==> src/cclm_pkg.sv <==
// constants for the converter clock and load-measure supervisor
// assumes a single 100 MHz clock and a word-aligned Avalon-MM register map
package cclm_pkg;

  // ****************************************
  // timing
  // ****************************************
  localparam int CLK_PERIOD_NS     = 10;
  localparam int MEAS_TIME_NS      = 50000;                       // longest measurement, 50 us
  localparam int MEAS_CYCLES_DFLT  = MEAS_TIME_NS / CLK_PERIOD_NS; // rounded down
  localparam int SPREAD_TICK_NS    = 1000;                        // dither step interval
  localparam int SPREAD_TICK_CYC   = SPREAD_TICK_NS / CLK_PERIOD_NS;
  localparam int CLK_MHZ           = 1000 / CLK_PERIOD_NS;

  // ****************************************
  // register byte offsets
  // ****************************************
  localparam logic [5:0] OFS_MEAS_SEL   = 6'h00;
  localparam logic [5:0] OFS_RESULT_LO  = 6'h04;
  localparam logic [5:0] OFS_RESULT_HI  = 6'h08;
  localparam logic [5:0] OFS_INT_FLAG   = 6'h0C;
  localparam logic [5:0] OFS_INT_MASK   = 6'h10;
  localparam logic [5:0] OFS_PLL_CTRL   = 6'h14;
  localparam logic [5:0] OFS_CONFIG     = 6'h18;
  localparam logic [5:0] OFS_BUCK_CTRL  = 6'h1C;
  localparam logic [5:0] OFS_BOOST_CFG  = 6'h20;
  localparam logic [5:0] OFS_STATUS     = 6'h24;

  // ****************************************
  // field positions
  // ****************************************
  localparam int BIT_MEAS_DONE   = 0;  // flag and mask
  localparam int BIT_SYNC_CLK    = 1;  // flag and mask
  localparam int BIT_PLL_EN      = 0;
  localparam int POS_EXT_FREQ    = 8;  // five bits
  localparam int BIT_SPREAD_EN   = 0;
  localparam int POS_BUCK_FPWM   = 0;  // two bits
  localparam int POS_BUCK_EN     = 2;  // two bits
  localparam int BIT_BOOST_EN    = 4;
  localparam int POS_BOOST_VOLTAGE_SETTING  = 0;  // two bits
  localparam int POS_BOOST_CURRENT_LIMIT  = 2;  // two bits
  localparam int BIT_BOOST_RDIS  = 4;

  // ****************************************
  // reset values and limits
  // ****************************************
  localparam logic [1:0] MASK_RST       = 2'h0;
  localparam logic [1:0] BOOST_VOLTAGE_SETTING_RST = 2'h0;  // 4.9 V, 0.1 V per code
  localparam logic [1:0] BOOST_CURRENT_LIMIT_RST = 2'h0;
  localparam logic       BOOST_RDIS_RST = 1'b1;
  localparam logic [4:0] EXT_FREQ_RST   = 5'h01;
  localparam logic [4:0] EXT_FREQ_MAX   = 5'h18;  // 24 MHz
  localparam int         DET_LO_PCT     = 70;     // -30 %
  localparam int         DET_HI_PCT     = 110;    // +10 %
  localparam logic [3:0] SPREAD_TOP     = 4'hF;   // step 15 is 0.85 x fsw

endpackage

==> src/cclm_top.sv <==
// converter clock selection, sync clock detector, spread dither and buck load measurement
// assumes all inputs synchronous to clk; registers on an Avalon-MM slave with waitrequest
//
// Contract
// - select field picks which buck is measured
// - any select write starts new measurement
// - measured buck forced to PWM meanwhile
// - measurement finishes within 50 us
// - done sets flag, mask gates the interrupt
// - 9-bit result, 8 low, 1 high register
// - result step is 20 mA, 10.22 A full
// - bucks go PFM at light load unforced
// - forced PWM keeps buck out of PFM
// - spread band from 0.85 fsw to fsw
// - spread only with PLL off, all converters
// - five-bit nominal external clock, 1..24 MHz
// - detector accepts -30 to +10 percent only
// - PLL off: detector off, no flag, RC
// - PLL on: fall back to RC without clock
// - PLL on: flag on clock loss and return
// - PLL on: flag if clock missing at startup
// - sync mask gates sync flag from interrupt
// - boost voltage 4.9..5.2 V, four codes
// - boost always forced PWM
// - boost mode fixed from OTP only
// - boost discharge enable resets to one
// - enable from standby moves to active
//
// Decided for this implementation: the Avalon-MM register port and the register addresses.
`timescale 1ns/100ps
module cclm_top #(
  parameter int MEAS_CYCLES = cclm_pkg::MEAS_CYCLES_DFLT
) (
  input  wire logic        clk,
  input  wire logic        srst,
  input  wire logic [5:0]  avs_address,
  input  wire logic        avs_read,
  input  wire logic        avs_write,
  input  wire logic [31:0] avs_writedata,
  output logic      [31:0] avs_readdata,
  output logic             avs_waitrequest,
  input  wire logic        ext_sync_clock_input,
  input  wire logic        otp_load_done,
  input  wire logic        otp_boost_bypass,
  input  wire logic [8:0]  load_sense_code,
  input  wire logic [1:0]  buck_heavy_load,
  output logic      [1:0]  buck_enable,
  output logic             boost_enable,
  output logic      [1:0]  buck_pfm,
  output logic             boost_forced_pwm,
  output logic             boost_bypass_mode,
  output logic      [1:0]  boost_voltage_setting,
  output logic      [1:0]  boost_current_limit,
  output logic             boost_discharge_enable,
  output logic             pll_enable,
  output logic             use_ext_clock,
  output logic      [3:0]  spread_step,
  output logic             measure_busy,
  output logic             measure_buck_sel,
  output logic             irq_out
);
  import cclm_pkg::*;

  localparam logic [13:0] MEAS_LAST = 14'(MEAS_CYCLES - 1);
  localparam logic [6:0]  TICK_LAST = 7'(SPREAD_TICK_CYC - 1);

  logic        ack_q;
  logic        wr_en;
  logic        meas_start;
  logic        meas_done;
  logic [13:0] meas_cnt_q;
  logic [8:0]  result_q;
  logic [1:0]  flag_q;
  logic [1:0]  flag_d;
  logic [1:0]  mask_q;
  logic [4:0]  ext_freq_q;
  logic        spread_en_q;
  logic [1:0]  fpwm_q;
  logic        active_q;
  logic        ext_prev_q;
  logic [7:0]  period_q;
  logic        ext_valid_q;
  logic        ext_valid_prev_q;
  logic        ext_edge;
  logic [19:0] lo_prod;
  logic [19:0] hi_prod;
  logic        period_ok;
  logic        period_late;
  logic        any_en_d;
  logic        sync_set;
  logic [6:0]  tick_cnt_q;
  logic        tick;
  logic        spread_dn_q;
  logic [31:0] rd_mux;

  // ****************************************
  // bus slave
  // ****************************************

  // every access waits one cycle; write lands and read data stand on the second
  assign avs_waitrequest = (avs_read | avs_write) & ~ack_q;
  assign wr_en           = avs_write & ack_q;
  assign meas_start      = wr_en & (avs_address == OFS_MEAS_SEL);

  always_ff @(posedge clk) begin
    if (srst) begin
      ack_q <= 1'b0;
    end else begin
      ack_q <= (avs_read | avs_write) & ~ack_q;
    end
  end

  // read multiplexer, unmapped offsets read as zero
  always_comb begin
    rd_mux = 32'h0000_0000;
    case (avs_address)
      OFS_MEAS_SEL:  rd_mux[0] = measure_buck_sel;
      OFS_RESULT_LO: rd_mux[7:0] = result_q[7:0];
      OFS_RESULT_HI: rd_mux[0] = result_q[8];
      OFS_INT_FLAG:  rd_mux[1:0] = flag_q;
      OFS_INT_MASK:  rd_mux[1:0] = mask_q;
      OFS_PLL_CTRL: begin
        rd_mux[BIT_PLL_EN] = pll_enable;
        rd_mux[POS_EXT_FREQ +: 5] = ext_freq_q;
      end
      OFS_CONFIG:    rd_mux[BIT_SPREAD_EN] = spread_en_q;
      OFS_BUCK_CTRL: begin
        rd_mux[POS_BUCK_FPWM +: 2] = fpwm_q;
        rd_mux[POS_BUCK_EN +: 2] = buck_enable;
        rd_mux[BIT_BOOST_EN] = boost_enable;
      end
      OFS_BOOST_CFG: begin
        rd_mux[POS_BOOST_VOLTAGE_SETTING +: 2] = boost_voltage_setting;
        rd_mux[POS_BOOST_CURRENT_LIMIT +: 2] = boost_current_limit;
        rd_mux[BIT_BOOST_RDIS] = boost_discharge_enable;
      end
      OFS_STATUS:    rd_mux[5:0] = {boost_bypass_mode, active_q, use_ext_clock, ext_valid_q, buck_pfm[1] & 1'b0,
                                    measure_busy};
      default:       rd_mux = 32'h0000_0000;
    endcase
  end

  // read data registered in the waiting cycle, stands when waitrequest drops
  always_ff @(posedge clk) begin
    if (srst) begin
      avs_readdata <= 32'h0000_0000;
    end else if (avs_read & ~ack_q) begin
      avs_readdata <= rd_mux;
    end
  end

  // ****************************************
  // configuration registers
  // ****************************************

  // control bits written by software
  always_ff @(posedge clk) begin
    if (srst) begin
      mask_q                 <= MASK_RST;
      pll_enable             <= 1'b0;
      ext_freq_q             <= EXT_FREQ_RST;
      spread_en_q            <= 1'b0;
      fpwm_q                 <= 2'h0;
      buck_enable            <= 2'h0;
      boost_enable           <= 1'b0;
      boost_voltage_setting  <= BOOST_VOLTAGE_SETTING_RST;
      boost_current_limit    <= BOOST_CURRENT_LIMIT_RST;
      boost_discharge_enable <= BOOST_RDIS_RST;
      measure_buck_sel       <= 1'b0;
    end else if (wr_en) begin
      case (avs_address)
        OFS_MEAS_SEL:  measure_buck_sel <= avs_writedata[0];
        OFS_INT_MASK:  mask_q <= avs_writedata[1:0];
        OFS_PLL_CTRL: begin
          pll_enable <= avs_writedata[BIT_PLL_EN];
          ext_freq_q <= avs_writedata[POS_EXT_FREQ +: 5];
        end
        OFS_CONFIG:    spread_en_q <= avs_writedata[BIT_SPREAD_EN];
        OFS_BUCK_CTRL: begin
          fpwm_q       <= avs_writedata[POS_BUCK_FPWM +: 2];
          buck_enable  <= avs_writedata[POS_BUCK_EN +: 2];
          boost_enable <= avs_writedata[BIT_BOOST_EN];
        end
        OFS_BOOST_CFG: begin
          boost_voltage_setting  <= avs_writedata[POS_BOOST_VOLTAGE_SETTING +: 2];
          boost_current_limit    <= avs_writedata[POS_BOOST_CURRENT_LIMIT +: 2];
          boost_discharge_enable <= avs_writedata[BIT_BOOST_RDIS];
        end
        default: ;
      endcase
    end
  end

  // boost mode taken from OTP only at load, never from the bus
  always_ff @(posedge clk) begin
    if (srst) begin
      boost_bypass_mode <= 1'b0;
    end else if (otp_load_done) begin
      boost_bypass_mode <= otp_boost_bypass;
    end
  end

  // boost has no PFM path
  assign boost_forced_pwm = 1'b1;

  // ****************************************
  // load current measurement
  // ****************************************

  // a restart landing on the last count discards the old run
  assign meas_done = measure_busy & (meas_cnt_q == MEAS_LAST) & ~meas_start;

  // sequence timer; a new select write restarts it
  always_ff @(posedge clk) begin
    if (srst) begin
      measure_busy <= 1'b0;
      meas_cnt_q   <= 14'h0000;
    end else if (meas_start) begin
      measure_busy <= 1'b1;
      meas_cnt_q   <= 14'h0000;
    end else if (meas_done) begin
      measure_busy <= 1'b0;
    end else if (measure_busy) begin
      meas_cnt_q <= meas_cnt_q + 14'h0001;
    end
  end

  // result in 20 mA steps, held until the next completion
  always_ff @(posedge clk) begin
    if (srst) begin
      result_q <= 9'h000;
    end else if (meas_done) begin
      result_q <= load_sense_code;
    end
  end

  // auto PFM only when light, unforced and not under measurement
  always_ff @(posedge clk) begin
    if (srst) begin
      buck_pfm <= 2'h0;
    end else begin
      for (int i = 0; i < 2; i++) begin
        buck_pfm[i] <= buck_enable[i] & ~buck_heavy_load[i] & ~fpwm_q[i]
                       & ~((measure_busy & (measure_buck_sel == 1'(i)))
                           | (meas_start & (avs_writedata[0] == 1'(i))));
      end
    end
  end

  // ****************************************
  // sync clock detector
  // ****************************************

  // period in clk cycles P is valid when 0.7 N <= 100/P <= 1.1 N
  assign ext_edge    = ext_sync_clock_input & ~ext_prev_q;
  assign lo_prod     = 20'(DET_LO_PCT) * 20'(ext_freq_q) * 20'(period_q);
  assign hi_prod     = 20'(DET_HI_PCT) * 20'(ext_freq_q) * 20'(period_q);
  assign period_ok   = (hi_prod >= 20'(CLK_MHZ * 100)) & (lo_prod <= 20'(CLK_MHZ * 100))
                       & (ext_freq_q != 5'h00) & (ext_freq_q <= EXT_FREQ_MAX);
  assign period_late = (lo_prod > 20'(CLK_MHZ * 100)) | (period_q == 8'hFF);

  // period counter and validity; held off while the PLL is disabled
  always_ff @(posedge clk) begin
    if (srst | ~pll_enable) begin
      ext_prev_q  <= 1'b0;
      period_q    <= 8'h00;
      ext_valid_q <= 1'b0;
    end else begin
      ext_prev_q <= ext_sync_clock_input;
      if (ext_edge) begin
        period_q    <= 8'h01;
        ext_valid_q <= period_ok;
      end else begin
        if (period_q != 8'hFF) begin
          period_q <= period_q + 8'h01;
        end
        if (period_late) begin
          ext_valid_q <= 1'b0;
        end
      end
    end
  end

  // clock source select falls back to RC without a valid clock
  always_ff @(posedge clk) begin
    if (srst) begin
      use_ext_clock <= 1'b0;
    end else begin
      use_ext_clock <= pll_enable & ext_valid_q;
    end
  end

  // ****************************************
  // device state and interrupt flags
  // ****************************************

  assign any_en_d = |buck_enable | boost_enable;

  // standby to active once any converter is enabled
  always_ff @(posedge clk) begin
    if (srst) begin
      active_q         <= 1'b0;
      ext_valid_prev_q <= 1'b0;
    end else begin
      active_q         <= any_en_d;
      ext_valid_prev_q <= ext_valid_q;
    end
  end

  assign sync_set = pll_enable & ((ext_valid_q ^ ext_valid_prev_q)
                    | (~ext_valid_q & (otp_load_done | (any_en_d & ~active_q))));

  // sticky flags, write one to clear, a set in the same cycle wins
  always_comb begin
    flag_d = flag_q;
    if (wr_en & (avs_address == OFS_INT_FLAG)) begin
      flag_d = flag_q & ~avs_writedata[1:0];
    end
    flag_d[BIT_MEAS_DONE] = flag_d[BIT_MEAS_DONE] | meas_done;
    flag_d[BIT_SYNC_CLK]  = flag_d[BIT_SYNC_CLK] | sync_set;
  end

  always_ff @(posedge clk) begin
    if (srst) begin
      flag_q <= 2'h0;
    end else begin
      flag_q <= flag_d;
    end
  end

  // masks gate each flag from the interrupt line
  assign irq_out = |(flag_q & ~mask_q);

  // ****************************************
  // spread spectrum dither
  // ****************************************

  assign tick = (tick_cnt_q == TICK_LAST);

  // triangle step 0..15 maps fsw down to 0.85 fsw; RC clock only
  always_ff @(posedge clk) begin
    if (srst | ~spread_en_q | pll_enable) begin
      tick_cnt_q  <= 7'h00;
      spread_step <= 4'h0;
      spread_dn_q <= 1'b0;
    end else begin
      tick_cnt_q <= tick ? 7'h00 : tick_cnt_q + 7'h01;
      if (tick) begin
        if (spread_dn_q) begin
          spread_step <= spread_step - 4'h1;
          spread_dn_q <= (spread_step != 4'h1);
        end else begin
          spread_step <= spread_step + 4'h1;
          spread_dn_q <= (spread_step == SPREAD_TOP - 4'h1);
        end
      end
    end
  end
endmodule

==> config.mk <==
export PLATFORM = sky130hd
export DESIGN_NAME = cclm_top
export DESIGN_NICKNAME = d
export VERILOG_FILES = /design/src/cclm_pkg.sv /design/src/cclm_top.sv
export SDC_FILE = /design/constraint.sdc
export NUM_CORES = 1
export LEC_CHECK = 0
export BUFFER_PORTS_ARGS = -buffer_cell sky130_fd_sc_hd__clkbuf_2
export CAP_MARGIN = 30
export CORE_UTILIZATION = 50
export DETAILED_ROUTE_END_ITERATION = 16
export PLACE_DENSITY = 0.73
export SLEW_MARGIN = 10
export SYNTH_ARGS = -nofsm -noshare
export SYNTH_HDL_FRONTEND = slang
export SYNTH_SLANG_ARGS = --single-unit
export TNS_END_PERCENT = 30
==> constraint.sdc <==
create_clock -name clk -period 19.59 [get_ports clk]
set_clock_uncertainty 0.15 [all_clocks]
set_input_delay 0 -clock clk [delete_from_list [all_inputs] [get_ports clk]]
set_output_delay 0 -clock clk [all_outputs]
set_load 0.01 [all_outputs]
# --- After elaboration in Yosys (flattened, before gate mapping) ---
# Index checks and enable logic that the tools add are counted.
totals:
  input_bits: 56
  ff_bits: 88
  out_inout_bits: 54
classes:
  mul: 4
  n_reduce_logical: 17
  addsub: 5
  order_cmp: 4
  bitwise_logic: 58
  mux: 15
  eq_ne: 15
ops:
  columns: ["operator", "count"]
  rows:
  - ["$mul A11 B8 Y19", 2]
  - ["$and A1 B1 Y1", 25]
  - ["$eq A6 B5 Y1 const B", 4]
  - ["$mul A6 B5 Y11 const A", 2]
  - ["$ge A20 B14 Y1 const B", 1]
  - ["$gt A20 B14 Y1 const B", 1]
  - ["$le A20 B14 Y1 const B", 1]
  - ["$not A1 Y1", 16]
  - ["$add A14 B1 Y14 const B", 1]
  - ["$eq A14 B13 Y1 const B", 1]
  - ["$reduce_and A2 Y1", 7]
  - ["$eq A6 B4 Y1 const B", 2]
  - ["$eq A6 B6 Y1 const B", 2]
  - ["$or A1 B1 Y1", 12]
  - ["$pmux W3 S4", 1]
  - ["$pmux W1 S10", 1]
  - ["$reduce_or A2 Y1", 5]
  - ["$add A8 B1 Y8 const B", 1]
  - ["$eq A8 B8 Y1 const B", 1]
  - ["$ne A8 B8 Y1 const B", 1]
  - ["$add A7 B1 Y7 const B", 1]
  - ["$eq A7 B7 Y1 const B", 1]
  - ["$mux W1", 7]
  - ["$eq A6 B3 Y1 const B", 1]
  - ["16 further kinds", 21]

# --- Longest topological paths before layout ---
# Gate-level depths: netlist of run 1.
logic_depth:
  depth_word: 8
  ltp_mapped: 30
  mapped_depth_nobuf: 30

# --- Least setup slack after synthesis of run 1 ---
# No wires, ideal clock.
synth_timing:
  kind: "flip-flop to flip-flop"
  startpoint: "reg ext_freq_q[3]"
  endpoint: "reg ext_valid_q"
  setup_time_ps: 115
  period_less_slack_ps: 7352
  required_ps: 19325
  setup_slack_ps: 12238
  path_buffers: 0
  stages_incl_launch_ff: 26
  arrival_ps: 7087
  path_cell_list: "dfxtp_1 fa_1 ha_1 fa_1 ha_1 nor2b_1 o21ai_0 a21boi_0 o21ai_0 a21boi_0 nor2_1 and2_1 fa_1 fa_1 fa_1 inv_1 fa_1 inv_1 ha_1 a21o_1 o41ai_1 o211ai_1 a21oi_1 xnor2_1 nor4_1 a2111oi_0"
synth_between:
  elab_chain_len: 7
synth_lines:
  columns: ["element", "line_no", "rtl"]
  rows:
  - ["start: declaration", "cclm_top.sv:76", "logic [4:0] ext_freq_q;"]
  - ["start signal: assignment", "cclm_top.sv:176", "ext_freq_q <= avs_writedata[POS_EXT_FREQ +: 5];"]
  - ["$mul A6 B5 Y11 (on tied branches)", "cclm_top.sv:257, cclm_top.sv:256", null]
  - ["$mul A11 B8 Y19 (on tied branches)", "cclm_top.sv:257, cclm_top.sv:256", null]
  - ["$ge A20 B14 Y1 / $le A20 B14 Y1 (equally long branches)", "cclm_top.sv:258", "assign period_ok = (hi_prod >= 20'(CLK_MHZ * 100)) & (lo_prod <= 20'(CLK_MHZ * 100))"]
  - ["$and A1 B1 Y1", "cclm_top.sv:258", null]
  - ["$and A1 B1 Y1 (2 in series)", "cclm_top.sv:259", "& (ext_freq_q != 5'h00) & (ext_freq_q <= EXT_FREQ_MAX);"]
  - ["$mux W1", "cclm_top.sv:270", "if (ext_edge) begin"]
  - ["end signal: assignment", "cclm_top.sv:272", "ext_valid_q <= period_ok;"]
  - ["end: declaration", "cclm_top.sv:82", "logic ext_valid_q;"]
# Several ways; a longest one is shown, not always the timed one.
# A chain may end at the register's enable or synchronous reset.

# --- Worst setup path after layout of run 1 ---
# Same ends and word-level chain as after synthesis.

==> results of run 1 <==
==> power by group <==
group | total (mW) | switching (mW) | leakage, nW | internal, mW
registers | 0.180 | 0.000869 | 0.710 | 0.180
clock network | 0.202 | 0.0757 | 0.169 | 0.126
logic | 0.0229 | 0.0134 | 4.77 | 0.00956
total | 0.406 | 0.0899 | 5.65 | 0.316
==> cell usage in the layout, fill, tap and decap left out, types with 4 or more instances in the layout <==
master         count
a211o_1            4
a211oi_1          10
a21boi_0          10
a21o_1             9
a21oi_1           43
a221oi_1           4
a22oi_1            9
a31oi_1            6
and2_1            96
and3_1             7
and4_1             4
clkbuf_16          9
clkbuf_2          67
conb_1            20
dfxtp_1           88
dlygate4sd3_1     33
fa_1             115
ha_1             117
inv_1            190
mux2_2             5
mux2i_1           29
nand2_1           92
nand2b_1          12
nand3_1           27
nand4_1           10
nor2_1           112
nor2b_1           17
nor3_1            19
nor4_1             5
o21a_1             4
o21ai_0           33
o22ai_1            4
or2_2              5
xnor2_1           25
xor2_1            27
==> worst reg2reg max path, cell delays in order, from the launching register on <==
cell       delay, ps
dfxtp_1          580
fa_1             500
ha_1             320
fa_1             470
ha_1             340
nor2b_1          140
o21ai_0          210
a21boi_0         150
o21ai_0          270
a21boi_0         170
nor2_1           460
and2_1           220
fa_1             430
fa_1             470
fa_1             550
inv_1             60
fa_1             520
inv_1             40
ha_1             370
a21o_1           240
o41ai_1          670
o21ai_0          250
mux2i_1          190
o2111ai_1        130
nor4_1           580
a2111oi_0        270
==> worst paths after layout <==
check	end	slack (ps)
worst max-delay path	ext_valid_q$_SDFFE_PP0P_	10690
worst min-delay path	spread_en_q$_SDFFE_PP0P_	30
worst max register to register	ext_valid_q$_SDFFE_PP0P_	10690
worst min register to register	tick_cnt_q[0]$_SDFF_PP0_	290
==> through the flow <==
| stage | utilization [%] | std cells | setup slack [ps] | hold WS [ps] | area [µm²] |
|---|---|---|---|---|---|
| detailed placement | 53.7 | 1540 | 10710 | 17.9 | 11000 |
| floorplan | - | 1253 | 12240 | -72.6 | 10600 |
| finish | 57.0 | 1589 | 10690 | 25.2 | 11700 |
| CTS | 57.0 | 1589 | 10630 | 3.44 | 11700 |
| global placement | 53.6 | 1537 | 10790 | 21.4 | 11000 |
| global route | 57.0 | 1589 | 10120 | 42.4 | 11700 |
==> synth_stat cells, drive strengths merged (7+ instances only) <==
cell	n	area share, %
buf	26	1.7
nor2b	17	1.0
and3	7	0.42
nor2	112	4.0
a21oi	43	2.1
o21ai	35	1.7
clkbuf	29	1.0
nand4	10	0.60
nand2b	12	0.72
nand3	27	1.3
a22oi	9	0.64
ha	117	14
mux2i	29	2.8
xnor2	25	2.1
and2	96	5.7
a21boi	10	0.72
fa	115	22
dfxtp	88	17
a21o	9	0.64
xor2	27	2.3
a211oi	10	0.72
nor3	19	0.91
nand2	92	3.3
inv	190	6.8
==> routing by layer <==
layer  vias up  GRT usage (%)
met4         0           7.24
met2       216           37.6
met5         -              0
li1       4127              -
met3        36           2.02
met1      4140           28.1
==> cell families after synthesis <==
family,after synthesis
simple gates,422
fa+ha+maj,232
buf+inv,245
mux,34
compound gates,160
flops,88
xor+xnor,52
other cells,2
==> what timing repair did <==
item                                   4_1_cts  5_1_grt
endpoints found under the hold margin       38        0
hold buffers                                33        0
setup endpoints to repair                    0        0
resized for setup                            0        0
==> sequential cells by signal (all words and copies together) (netlist names), 2 cells and up <==
| name | count |
|---|---|
| meas_cnt_q | 14 |
| tick_cnt_q | 7 |
| flag_q | 2 |
| ext_freq_q | 5 |
| boost_current_limit | 2 |
| avs_readdata | 13 |
| period_q | 8 |
| buck_enable | 2 |
| spread_step | 4 |
| buck_pfm | 2 |
| mask_q | 2 |
| boost_voltage_setting | 2 |
| fpwm_q | 2 |
| result_q | 9 |
==> final cells by class <==
| type | count | area (µm²) |
|---|---|---|
| Tap cell | 270 | 338 |
| Fill cell | 1811 | 8770 |
| Inverter | 190 | 713 |
| Clock inverter | 7 | 126 |
| Timing Repair Buffer | 105 | 696 |
| Clock buffer | 9 | 225 |
| Multi-Input combinational cell | 920 | 7790 |
| Sequential cell | 88 | 1760 |
==> flow_summary.ini, run 1 <==
[outcome]
outcome = finished, final reports clean

[hold_path]
hp-start = avs_address[2]
hold_depth = 4
hp-class = in2reg

[die]
io_pins = 110
core_area_um2 = 20400
start_util_pct = 51.4
rows = 52
die_y_um = 147
die-width_um = 147
dieArea_um2 = 21600

[synthesis]
netlist_instances = 1235
synthSimpleGateAreaFrac_pct = 20.2
synth_flop_cell = dfxtp_1
ys_ff_latch = 88
synth_edf_count = 0
synth_top_family_by_area = adder cells
async_flop_share_pct = 0
muxShareOfSynthArea_pct = 3.30
ys_seq_area_share_pct = 16.8
synth-adder-area-share_pct = 35.9
synth_xor_area_share_pct = 4.34
synth_compound_area_share_pct = 9.83
synth_cell_type_count = 61
ys_warn_count = 0
syn-cell-area_um2 = 10500
syn_avg_cell_area_um2 = 8.50

[routing]
drt_iter0_drc = 474
drt-met1-wl_um = 10100
final_antenna_net_count = 0
wl_met3_um = 883
wl_met2_um = 10800
vias = 8519
routedWlPerCell_um = 14.0
dr.max_layer_used = met4
drc = 0
wl_um = 22200
vias_per_cell = 5.36
firstDrtPassIters = 6

[worst_setup_path]
cp.buffers_inverters = 2
critical-path-top-delay-family = adder cells
crit_slowest_cell = o41ai_1
critPathKind = reg2reg
endpoint_kind = register
path_common_cell = fa_1
cp.depth = 25
required_ps = 19610
critPathLaunchType = register
slowest_delay_ps = 670
critPathLaunch = ext_freq_q[3]$_SDFFE_PP0P_
cp.arrival_ps = 8920
path_max_fanout = 10
rr_startpoint = ext_freq_q[3]$_SDFFE_PP0P_
reg2regPathDepth = 25

[global_routing]
antenna_found_initial = 0
grt_pass1_vias = 8511
grt_max_degree = 54
grtUsageTotal_pct = 21.6
gr-total-overflow = 0
grt_pass1_wl_um = 38800

[power_and_ir_drop]
total_power_mw = 0.406
power_density_nw_per_um2 = 34.8
irDropWorstVdd_uv = 64.2
p_leak_nw = 5.65

[clock_tree]
clockBufferDepth = 2
post_cts_buffers = 0
clk_latency_ps = 340
htree_levels = 3
clk_pin_slew_ps = 60
ctsRootBufferMaster = clkbuf_16
numCtsBuffers = 9
numClockSinks = 88
cts_tree = built

[timing]
finalHoldViolations = 0
finalCriticalPeriod_ps = 8900
fin_crit_sh_pct = 45.4
setup-violations-final = 0
fmax_ghz = 0.112
worst_pin_slew_ps = 948
relSlewSlack_pct = 36.7
setup_tns_ps = 0
grt_setup_unrepaired = no
final_max_slew_viol_count = 0

[placed_design]
dp_hpwl_um = 16800
gp_congestion = 0.933
port_buffers = 67

[cells_and_area]
antenna_cells = 0
areaGrowthSynthToFinish_pct = 11.1
final_layout_size_suffix_gt1_share_pct = 7.88
layout.nets = 1602

[run]
maxCapViolations = 0
(Power assumes the default switching activity.)
==> run 2, diff against run 1 <==
--- a/config.mk
+++ b/config.mk
@@ -5,11 +5,12 @@
 export SDC_FILE = /design/constraint.sdc
 export NUM_CORES = 1
 export LEC_CHECK = 0
+export ABC_AREA = 1
 export BUFFER_PORTS_ARGS = -buffer_cell sky130_fd_sc_hd__clkbuf_2
 export CAP_MARGIN = 30
 export CORE_UTILIZATION = 50
 export DETAILED_ROUTE_END_ITERATION = 16
-export PLACE_DENSITY = 0.73
+export PLACE_DENSITY = 0.76
 export SLEW_MARGIN = 10
 export SYNTH_ARGS = -nofsm -noshare
 export SYNTH_HDL_FRONTEND = slang
==> constraint.sdc (replaced) <==
create_clock -name clk -period 7.7 [get_ports clk]
set_clock_uncertainty 0.15 [all_clocks]
set_input_delay 0 -clock clk [delete_from_list [all_inputs] [get_ports clk]]
set_output_delay 0 -clock clk [all_outputs]
set_load 0.01 [all_outputs]
==> flow_summary.ini, run 2 <==
[global_routing]
grt_pass1_vias = 9754
antenna_found_initial = 0
grt_max_degree = 37
grt_pass1_wl_um = 43900
grtUsageTotal_pct = 24.1
gr-total-overflow = 0

[worst_setup_path]
cp.arrival_ps = 7260
endpoint_kind = register
path_common_cell = nand2_1
critPathKind = reg2reg
required_ps = 7770
critPathLaunchType = register
crit_slowest_cell = fa_1
path_max_fanout = 7
slowest_delay_ps = 550

[clock_tree]
ctsRootBufferMaster = clkbuf_16
clockBufferDepth = 2
htree_levels = 3
clk_pin_slew_ps = 60
numClockSinks = 88
clk_latency_ps = 350
cts_tree = built
numCtsBuffers = 9

[timing]
final_max_slew_viol_count = 0
finalCriticalPeriod_ps = 7190
finalHoldViolations = 0
setup_tns_ps = 0
grt_setup_unrepaired = no
relSlewSlack_pct = 49.7
fin_crit_sh_pct = 93.4
setup-violations-final = 0
fmax_ghz = 0.139
worst_pin_slew_ps = 753

[synthesis]
synthTopCellsByArea = fa_1, dfxtp_1, ha_1, inv_1, nand2_1
synth_cell_type_count = 57
async_flop_share_pct = 0
ys_ff_latch = 88
ys_top_cells_by_count = inv_1, nand2_1, nor2_1
syn_avg_cell_area_um2 = 7.07
synth_flop_cell = dfxtp_1
synth.top_cell.area_share_pct = 20.8
synth_edf_count = 0
yosysTopAreaCell = fa_1
ys_seq_area_share_pct = 15.9
syn-cell-area_um2 = 11000
ys_warn_count = 0
synth_most_common_cell = inv_1
netlist_instances = 1563

[placed_design]
dp_hpwl_um = 21200
dpl.cell_count = 1889
port_buffers = 67
gp_congestion = 0.895

[die]
die-width_um = 151
io_pins = 110
die_y_um = 151
core_area_um2 = 21800
dieArea_um2 = 22700
start_util_pct = 50.8
rows = 54

[power_and_ir_drop]
power_density_nw_per_um2 = 82.0
p_leak_nw = 6.46
irDropWorstVdd_uv = 107

[routing]
firstDrtPassIters = 9
drc = 0
routedWlPerCell_um = 13.7
wl_um = 26500
drt_iter0_drc = 593
final_antenna_net_count = 0
vias = 9992
vias_per_cell = 5.15

[cells_and_area]
final_cell_mix = inv_1, nand2_1, nor2_1
multi_input_area_um2 = 7730
final_common_cell = inv_1
final_layout_size_suffix_gt1_share_pct = 8.01
reg_top3 = meas_cnt_q: 14 flops, avs_readdata: 13 flops, result_q: 9 flops
antenna_cells = 0
layout.nets = 1945
largest_register = meas_cnt_q
fillerInstances = 1969
stdcell_count = 1941
largest_reg_flops = 14
areaGrowthSynthToFinish_pct = 11.3
seqCellArea_um2 = 1770

[hold_path]
hp-class = in2reg

[run]
maxCapViolations = 0

[outcome]
outcome = finished, final reports clean
-- run 2: area by class of cell --
| type | count | area share (%) |
|---|---|---|
| inverter | 355 | 10.9 |
| clock buffer | 9 | 1.83 |
| timing repair buffer | 115 | 6.41 |
| multi-input combinational | 1088 | 62.9 |
| sequential | 88 | 14.4 |
| clock inverter | 6 | 0.743 |
| tap | 280 | 2.85 |
-- run 2: what timing repair did --
item / CTS / global route
endpoints found under the setup margin: 0 / 1
setup buffers: 0 / 0
hold endpoints to repair: 49 / 0
hold buffers: 37 / 0
gates resized for setup: 0 / 5
-- run 2: kinds of logic (layout without fill, tap and decap cells) --
| group | count (synthesis) | count (layout) | synth area share, % |
|---|---|---|---|
| other | 2 | 20 | 0.0680 |
| adders and majority gates | 232 | 232 | 34.1 |
| and+or+nand+nor | 629 | 629 | 23.8 |
| DFF | 88 | 88 | 15.9 |
| xor gates and xnor gates | 34 | 34 | 2.76 |
| AOI/OAI and AO/OA | 173 | 173 | 8.65 |
| buffers and inverters | 405 | 485 | 14.7 |
-- run 2: metrics by stage --
step / power, mW / util (%) / hold slack, ps / area [µm²] / worst slack, ps
after global routing: 1.03 / 56.5 / 70.1 / 12300 / 1.90
final: 1.01 / 56.5 / 25.9 / 12300 / 511
after floorplan: 0.510 / - / -60.9 / 11100 / 903
after CTS: 1.01 / 56.5 / 8.76 / 12300 / 334
after global placement: 0.524 / 53.3 / 49.2 / 11600 / 540
after detailed placement: 0.525 / 53.3 / 29.1 / 11600 / 365
-- run 2: worst paths after layout --
kind	from	to	slack, ps	cells after the start
hold / removal	avs_address[4]	spread_en_q$_SDFFE_PP0P_	30	5
hold reg to reg	tick_cnt_q[0]$_SDFF_PP0_	tick_cnt_q[0]$_SDFF_PP0_	300	1
setup reg to reg	ext_freq_q[2]$_SDFFE_PP0P_	ext_valid_q$_SDFFE_PP0P_	510	35
setup / recovery	ext_freq_q[2]$_SDFFE_PP0P_	ext_valid_q$_SDFFE_PP0P_	510	35
-- run 2: critical path, delay by kind of cell, from the launching register on --
kind	cells	cell delay, ps
adder cells (fa/ha/maj)	9	4110
AND/OR/NAND/NOR	16	1500
AO/OA/AOI/OAI	5	660
flip-flops	1	380
buffers and inverters	5	300
-- run 2: power by group --
group / internal [mW] / switching [mW] / leakage (nW)
logic: 0.0288 / 0.0397 / 5.59
clock network: 0.285 / 0.192 / 0.156
registers: 0.460 / 0.00294 / 0.712
-- run 2: layer usage --
layer	track usage [%]	vias to the layer above	share of wire, %
met5	0	-	0
met4	8.50	0	2.2
met3	3.45	48	5.9
met2	41.5	313	49
met1	30.7	4726	43
li1	-	4905	-
